### src/rit_pkg.sv
/*
  Package for the RAM, port and interval timer peripheral section.
  Holds address decode constants, timer prescale codes, flag positions,
  reset values and the bus request carrier struct.
  Assumes a 13-bit processor address bus and an 8-bit data bus.
*/
//
// Summary of operation
// - RAM selected by A7 high, A12 and A9 low.
// - Direction bit 0 input, 1 output.
// - Output lines drive their latch bit.
// - Port reads return pin levels.
// - Latch writes stored while line is input.
// - Port B has five lines: 0,1,3,6,7.
// - Active edge on line sets flag bit 6.
// - Polarity chosen by A0 of special write.
// - Polarity write ignores the data bus.
// - Edge detection works in any line mode.
// - Reset selects falling edge polarity.
// - Reading flag register clears edge flag.
// - Timer counts 255 intervals, selectable divisor.
// - Timer write loads count, A1:A0 picks divisor.
// - Read before flag gives intervals remaining.
// - Flag sets after zero, counter reads ones.
// - After flag, decrement every clock.
// - Timer access after flag clears flag.
// - Read in flag-setting cycle keeps flag.
// - Flag register: bit 7 timer, bit 6 edge.
// - Peripherals decode with A7 high, A12 low.
//
package rit_pkg;

  // ------------------------------------------------------------------
  // Bus widths and carrier
  // ------------------------------------------------------------------
  localparam int ADDR_W = 13;
  localparam int DATA_W = 8;

  typedef struct packed {
    logic [ADDR_W-1:0] addr;
    logic [DATA_W-1:0] wdata;
    logic              wr;
    logic              rd;
  } rit_bus_s;

  // ------------------------------------------------------------------
  // Address decode bit positions
  // ------------------------------------------------------------------
  localparam int A_SEL_HI  = 7;
  localparam int A_SEL_LO  = 12;
  localparam int A_RAM_SEL = 9;
  localparam int A_TMR_SEL = 4;
  localparam int A_EDG_SEL = 2;
  localparam int RAM_AW    = 7;

  // Low bits A1..A0 for the port registers (A9=1, A4=0, A2=0).
  localparam logic [1:0] PORT_A_DATA = 2'h0;
  localparam logic [1:0] PORT_A_DIR  = 2'h1;
  localparam logic [1:0] PORT_B_DATA = 2'h2;
  localparam logic [1:0] PORT_B_DIR  = 2'h3;

  // ------------------------------------------------------------------
  // Flags, polarity and reset values
  // ------------------------------------------------------------------
  localparam int FLAG_TMR_BIT = 7;
  localparam int FLAG_EDG_BIT = 6;
  localparam logic       POL_FALL      = 1'b0;
  localparam logic [7:0] PORT_B_MASK   = 8'hCB;
  localparam logic [7:0] DIR_RST       = 8'h00;
  localparam logic [7:0] LATCH_RST     = 8'h00;
  localparam logic [7:0] TMR_RST       = 8'hFF;

  typedef enum logic [1:0] {
    RIT_DIV1    = 2'b00,
    RIT_DIV8    = 2'b01,
    RIT_DIV64   = 2'b10,
    RIT_DIV1024 = 2'b11
  } rit_div_e;

  localparam logic [9:0] PRE_DIV8    = 10'h007;
  localparam logic [9:0] PRE_DIV64   = 10'h03F;
  localparam logic [9:0] PRE_DIV1024 = 10'h3FF;

endpackage
### src/rit_periph.sv
/*
  Peripheral section: 128-byte RAM, two bidirectional ports, edge
  detector on port A line 7 and an eight-bit interval timer.
  Assumes a single clock and a processor bus with one-cycle strobes;
  read data stands in the cycle after the read strobe.
*/
// The address map and the plain strobed port were decided locally.
`timescale 1ns/100ps
`default_nettype none

module rit_periph
  import rit_pkg::*;
(
  input  wire logic                   CLK_IN,
  input  wire logic                   RST_B_IN,
  input  wire logic [rit_pkg::ADDR_W-1:0] ADDR_IN,
  input  wire logic [rit_pkg::DATA_W-1:0] WDATA_IN,
  input  wire logic                   WR_IN,
  input  wire logic                   RD_IN,
  output logic      [rit_pkg::DATA_W-1:0] RDATA_OUT,
  input  wire logic [7:0]             PORT_A_IN,
  output logic      [7:0]             PORT_A_OUT,
  output logic      [7:0]             PORT_A_OE_OUT,
  input  wire logic [7:0]             PORT_B_IN,
  output logic      [7:0]             PORT_B_OUT,
  output logic      [7:0]             PORT_B_OE_OUT,
  output logic                        TIMER_FLAG_OUT,
  output logic                        EDGE_FLAG_OUT
);
  import rit_pkg::*;

  // ------------------------------------------------------------------
  // Decode
  // ------------------------------------------------------------------
  rit_bus_s bus;
  assign bus = '{addr: ADDR_IN, wdata: WDATA_IN, wr: WR_IN, rd: RD_IN};

  function automatic logic periph_sel(input logic [ADDR_W-1:0] a);
    periph_sel = a[A_SEL_HI] && !a[A_SEL_LO];
  endfunction

  logic sel;
  logic ram_sel;
  logic port_sel;
  logic tmr_sel;
  logic edg_wsel;
  logic flg_rsel;

  always_comb
  begin
    sel      = periph_sel(bus.addr);
    ram_sel  = sel && !bus.addr[A_RAM_SEL];
    port_sel = sel && bus.addr[A_RAM_SEL] && !bus.addr[A_TMR_SEL] && !bus.addr[A_EDG_SEL];
    tmr_sel  = sel && bus.addr[A_RAM_SEL] && bus.addr[A_TMR_SEL] && bus.addr[A_EDG_SEL];
    edg_wsel = sel && bus.addr[A_RAM_SEL] && bus.addr[A_TMR_SEL] && !bus.addr[A_EDG_SEL];
    flg_rsel = sel && bus.addr[A_RAM_SEL] && bus.addr[A_TMR_SEL] && bus.addr[0] && !bus.addr[A_EDG_SEL];
  end

  // ------------------------------------------------------------------
  // Scratch RAM
  // ------------------------------------------------------------------
  logic [7:0] ram_r [0:(1<<RAM_AW)-1];

  always_ff @(posedge CLK_IN)
  begin
    if (bus.wr && ram_sel)
      ram_r[bus.addr[RAM_AW-1:0]] <= bus.wdata;
  end

  // ------------------------------------------------------------------
  // Ports
  // ------------------------------------------------------------------
  logic [7:0] a_dir_r;
  logic [7:0] a_lat_r;
  logic [7:0] b_dir_r;
  logic [7:0] b_lat_r;

  always_ff @(posedge CLK_IN)
  begin
    if (!RST_B_IN)
    begin
      a_dir_r <= DIR_RST;
      b_dir_r <= DIR_RST;
      a_lat_r <= LATCH_RST;
      b_lat_r <= LATCH_RST;
    end
    else if (bus.wr && port_sel)
    begin
      // Latch writes are kept whatever the direction.
      case (bus.addr[1:0])
        PORT_A_DATA: a_lat_r <= bus.wdata;
        PORT_A_DIR:  a_dir_r <= bus.wdata;
        PORT_B_DATA: b_lat_r <= bus.wdata & PORT_B_MASK;
        PORT_B_DIR:  b_dir_r <= bus.wdata & PORT_B_MASK;
        default:     a_dir_r <= a_dir_r;
      endcase
    end
  end

  assign PORT_A_OE_OUT = a_dir_r;
  assign PORT_A_OUT    = a_lat_r;
  assign PORT_B_OE_OUT = b_dir_r;
  assign PORT_B_OUT    = b_lat_r;

  // ------------------------------------------------------------------
  // Edge detector on port A line 7
  // ------------------------------------------------------------------
  logic edg_pol_r;   // 1 = rising, 0 = falling.
  logic edg_prev_r;
  logic edg_flag_r;
  logic edg_hit;

  always_ff @(posedge CLK_IN)
  begin
    if (!RST_B_IN)
      edg_pol_r <= POL_FALL;
    else if (bus.wr && edg_wsel)
      edg_pol_r <= bus.addr[0];
  end

  always_ff @(posedge CLK_IN)
  begin
    edg_prev_r <= PORT_A_IN[7];
  end

  // The pin is sampled regardless of its direction, so outputs also trigger.
  assign edg_hit = edg_pol_r ? (PORT_A_IN[7] && !edg_prev_r)
                             : (!PORT_A_IN[7] && edg_prev_r);

  always_ff @(posedge CLK_IN)
  begin
    // Edge detection still runs during reset so a falling edge may flag.
    if (edg_hit)
      edg_flag_r <= 1'b1;
    else if (!RST_B_IN)
      edg_flag_r <= 1'b0;
    else if (bus.rd && flg_rsel)
      edg_flag_r <= 1'b0;
  end

  // ------------------------------------------------------------------
  // Interval timer
  // ------------------------------------------------------------------
  logic [7:0] tmr_cnt_r;
  logic [9:0] pre_cnt_r;
  rit_div_e   div_r;
  logic       tmr_flag_r;
  logic       tick;
  logic [9:0] pre_max;

  always_comb
  begin
    case (div_r)
      RIT_DIV1:    pre_max = 10'h000;
      RIT_DIV8:    pre_max = PRE_DIV8;
      RIT_DIV64:   pre_max = PRE_DIV64;
      RIT_DIV1024: pre_max = PRE_DIV1024;
      default:     pre_max = 10'h000;
    endcase
  end

  // After the flag the divisor is bypassed.
  assign tick = tmr_flag_r || (pre_cnt_r == pre_max);

  logic tmr_wr;
  logic tmr_acc;
  logic tmr_set;
  assign tmr_wr  = bus.wr && tmr_sel;
  assign tmr_acc = (bus.wr || bus.rd) && tmr_sel;
  assign tmr_set = !tmr_flag_r && tick && (tmr_cnt_r == 8'h00) && !tmr_wr;

  always_ff @(posedge CLK_IN)
  begin
    if (!RST_B_IN)
    begin
      tmr_cnt_r <= TMR_RST;
      pre_cnt_r <= 10'h000;
      div_r     <= RIT_DIV1;
    end
    else if (tmr_wr)
    begin
      tmr_cnt_r <= bus.wdata;
      div_r     <= rit_div_e'(bus.addr[1:0]);
      pre_cnt_r <= 10'h000;
    end
    else
    begin
      pre_cnt_r <= tick ? 10'h000 : pre_cnt_r + 10'h001;
      if (tick)
        tmr_cnt_r <= tmr_cnt_r - 8'h01;
    end
  end

  always_ff @(posedge CLK_IN)
  begin
    if (!RST_B_IN)
      tmr_flag_r <= 1'b0;
    else if (tmr_set)
      tmr_flag_r <= 1'b1;
    else if (tmr_acc && tmr_flag_r)
      tmr_flag_r <= 1'b0;
  end

  assign TIMER_FLAG_OUT = tmr_flag_r;
  assign EDGE_FLAG_OUT  = edg_flag_r;

  // ------------------------------------------------------------------
  // Read data
  // ------------------------------------------------------------------
  logic [7:0] rdata_nxt;

  always_comb
  begin
    rdata_nxt = 8'h00;
    if (ram_sel)
      rdata_nxt = ram_r[bus.addr[RAM_AW-1:0]];
    else if (port_sel)
    begin
      case (bus.addr[1:0])
        PORT_A_DATA: rdata_nxt = PORT_A_IN;
        PORT_A_DIR:  rdata_nxt = a_dir_r;
        PORT_B_DATA: rdata_nxt = PORT_B_IN & PORT_B_MASK;
        PORT_B_DIR:  rdata_nxt = b_dir_r;
        default:     rdata_nxt = 8'h00;
      endcase
    end
    else if (tmr_sel)
      rdata_nxt = tmr_cnt_r;
    else if (flg_rsel)
    begin
      rdata_nxt[FLAG_TMR_BIT] = tmr_flag_r;
      rdata_nxt[FLAG_EDG_BIT] = edg_flag_r;
    end
  end

  always_ff @(posedge CLK_IN)
  begin
    if (!RST_B_IN)
      RDATA_OUT <= 8'h00;
    else if (bus.rd)
      RDATA_OUT <= rdata_nxt;
  end

endmodule

`default_nettype wire

### config.mk
export PLATFORM = sky130hd
export DESIGN_NAME = rit_periph
export DESIGN_NICKNAME = d
export VERILOG_FILES = /design/src/rit_pkg.sv /design/src/rit_periph.sv
export SDC_FILE = /design/constraint.sdc
export NUM_CORES = 1
export LEC_CHECK = 0
export CAP_MARGIN = 20
export CORE_AREA = 2 2 332 334
export DETAILED_ROUTE_END_ITERATION = 12
export DIE_AREA = 0 0 334 336
export DONT_BUFFER_PORTS = 1
export REMOVE_ABC_BUFFERS = 1
export SYNTH_ARGS = -nofsm -noshare
export SYNTH_HDL_FRONTEND = slang
export SYNTH_SLANG_ARGS = --single-unit
export TNS_END_PERCENT = 1
### constraint.sdc
create_clock -name CLK_IN -period 5.9 [get_ports CLK_IN]
set_clock_uncertainty 0.15 [all_clocks]
set_input_delay 1.18 -clock CLK_IN [delete_from_list [all_inputs] [get_ports CLK_IN]]
set_output_delay 1.18 -clock CLK_IN [all_outputs]
set_load 0.02 [all_outputs]
==> impl_results.md <==
- Status: finished, final reports clean
- Nets: approximately 2500
- DRT iter0 DRCs: between 2000 and 3000
- Post-synth EDFFs: roughly 1000
- Maximum VDD drop: 0.2423 mV
- Top cells by area, synth: edfxtp_1 (71%), mux4_2 (7.1%), mux2i_1 (4.6%), dfxtp_1 (2.7%), nor2_1 (1.4%)
- Vias in the first global route: 23010
- Area Overhead vs Synth: 10.74%
- CTS tree: yes
- R2R Setup Slk: just under 3 ns
- Design Area, Final: between 40000 and 50000 um2
- Via/cell ratio: about 6
- Max Buffers Root-to-Sink: 3
- Critical hold path startpoint: pre_cnt_r[0]
- Height of the die: around 340 um
- R2R Path Start: ram_r[12][2]
- GR Util All Layers: 0.1973
- Hold Vio Cnt, Final: 0
- Rows: 121
- Max-Cap Viols: 0
- Worst-skew pair later-pin latency: 0.70 ns
- Worst slew margin: 0.2277
- Commonest cells after routing, fill and taps aside: edfxtp_1 (1024), mux2i_1 (197), nor2_1 (163)
- Residual DRC count: 0
- CTS Buf Count: about 110
- Io pins: between 80 and 90
- Post-CTS Setup Bufs: 0
- Resized Gates After CTS: 0
- Final setup viols: 0
- Initial DRT Pass Iterations: 5
- CP endpoint kind: flip-flop
- Tmin final: ~3.7 ns
- Unique cell type count in the Yosys netlist: 70
- Layout Cells excl Fill: approximately 4000
- Worst EP arrival: 3.82 ns
- Pwr Density: between 300 and 400 nW/um2
- Synth Flop Type: edfxtp_1
- IO buf count: 0
- Clock-pin slew on the worst setup and hold paths: about 0.060 ns
- Placed insts: 3783
- Fin util: 0.4402
- Die Width: around 330 um
- R2R Path End: RDATA_OUT[2]
- Routability Congestion: between 0.8 and 0.9
- Initial core utilization: 0.3975
- Setup TNS: 0 ns
- Asr flop ratio synth: 0
- Synth top area share: 0.7135
- WP data required: around 6.1 ns
- Most common library cell in the layout ignoring fill and taps: edfxtp_1
- HPWL after DPL: ~64000 um
- Wirelength per Cell: 28.19 um
- Initial antenna violation count: 4
- Mapped Cells: between 2000 and 2500
- Fillers: a little over 9000
- Pin count of the biggest net entering global routing: approximately 330
- Startpoint Class: input pin
- Unrepaired setup endpoints after global routing: false
- Max Freq: 272.7 MHz
- Grt ovf: 0
- Post-synth top area cell: edfxtp_1
- Register bit count reported by yosys: 1082
- Final WL: about 110000 um
- Path type of the worst min-delay path: reg2reg
- Post-Syn Area: between 40000 and 50000 um2
- Placed cell area: approximately 44000 um2
- LEAKAGE: between 15 and 20 nW
- Num Clock Sinks: ~1100
- Post-synthesis sequential area ratio: 0.7405
- First-pass GRT wire length: about 160000 um
- CTS root buffer: clkbuf_16
- Antenna Nets Post-Route: 0
- Design Power: ~16 mW
- # hold bufs at CTS: 0
- Yosys warns: 0
- Share of cells above drive strength 1: 0.1462
- Hold path depth: 1
- Hold EP: pre_cnt_r[0]
- DR vias: about 23000
- Final Max Tran Viols: 0
- DIE AREA: around 110000 um2
- H-tree levels: 3
- Cells on worst reg2reg path: 7
- Worst Path Max Fanout: 10
- Final period utilization: 0.6216
- Critical path type: in2reg
- Slew @ Worst Pin: roughly 1.2 ns
- Core area: 108400 um2
- Post-Syn Area per Cell: between 15 and 20 um2
[cell usage after synthesis (6+ instances only)]
library cell	instances
nor4_1	6
a41oi_1	9
nand4_1	11
edfxtp_1	1024
buf_8	7
buf_12	6
nand2_1	145
clkbuf_1	53
buf_1	10
buf_2	42
nor2b_1	42
nor2_1	164
nand2b_1	12
o211ai_1	12
mux2i_1	197
dfxtp_1	58
xnor2_1	9
xor2_1	6
mux2_2	20
and2_1	8
a211oi_1	6
buf_6	20
nand3b_1	6
mux4_2	135
a22oi_1	13
nand3_1	43
o2bb2ai_1	9
a31oi_1	9
o21ai_1	13
a21oi_1	104
o221ai_1	39
o21ai_0	75
nor3_1	9
buf_4	16
a221oi_1	10
o22ai_1	61
[metal layers]
layer | share of wire | track usage
met2 | 0.47 | 0.3165
met1 | 0.41 | 0.2706
met5 | 0.0013 | 0.008085
met4 | 0.028 | 0.05933
met3 | 0.091 | 0.04210
[worst max-delay path, stage by stage]
cell	delay [ns]
nand2b_1	0.23
nor2_1	0.33
and3_1	0.34
nand2_1	0.59
buf_4	0.48
nor2_1	0.65
[worst max-delay path by stage]
| stage | slack, ns | start | end | cells past startpoint |
|---|---|---|---|---|
| final | 2.23 | ADDR_IN[12] | ram_r[71][5] | 6 |
| after global routing | 2.19 | ADDR_IN[12] | ram_r[71][5] | 6 |
| after CTS | 2.42 | ADDR_IN[12] | ram_r[71][5] | 6 |
| after detailed placement | 1.72 | ADDR_IN[12] | ram_r[71][1] | 6 |
| after global placement | 1.80 | ADDR_IN[12] | ram_r[90][6] | 5 |
| after floorplan | 2.22 | ADDR_IN[0] | ram_r[107][0] | 3 |
[sequential cells by signal (all words and copies together), names as in the netlist, 2 cells and up]
signal and flops:
PORT_A_OE_OUT 8, PORT_A_OUT 8, PORT_B_OE_OUT 5, PORT_B_OUT 5
RDATA_OUT 8, div_r 2, pre_cnt_r 10, ram_r 1024
tmr_cnt_r 8
[per-stage QoR]
step	hold WS (ns)	worst slack, ns
floorplan	0.2874	2.221
global placement	0.2969	1.799
detailed placement	0.3131	1.723
CTS	0.3261	2.419
global route	0.3671	2.191
finish	0.3260	2.233
[cell type report]
cell class,instances,area [um2],share of cell area
Inverter,6,22.52,0.0004719
Clock inverter,74,621.8,0.01303
Clock buffer,129,2867,0.06007
Antenna cell,2,5.005,0.0001049
Timing Repair Buffer,46,345.3,0.007236
Sequential cell,1082,31910,0.6687
Tap cell,1414,1769,0.03707
Multi-Input combinational cell,1235,10180,0.2133
[where the power goes]
| part | total [mW] | internal [mW] | switching, mW |
|---|---|---|---|
| Clock | 6.77 | 3.89 | 2.88 |
| Combinational | 0.503 | 0.219 | 0.284 |
| Sequential | 8.43 | 8.40 | 0.0206 |
| Total | 15.7 | 12.5 | 3.18 |
[kinds of logic (layout without fill, tap and decap cells)]
kind of cell / after synthesis / count (layout) / synth area share
other: 1 / 8 / 0.00008702
buffers and inverters: 160 / 255 / 0.02413
AND/OR/NAND/NOR: 467 / 467 / 0.04959
adder cells (fa/ha/maj): 3 / 3 / 0.0008711
flip-flops: 1082 / 1082 / 0.7405
AO/OA/AOI/OAI: 388 / 388 / 0.05781
multiplexers: 356 / 356 / 0.1240
XOR/XNOR: 15 / 15 / 0.003049
(Power assumes the default switching activity.)
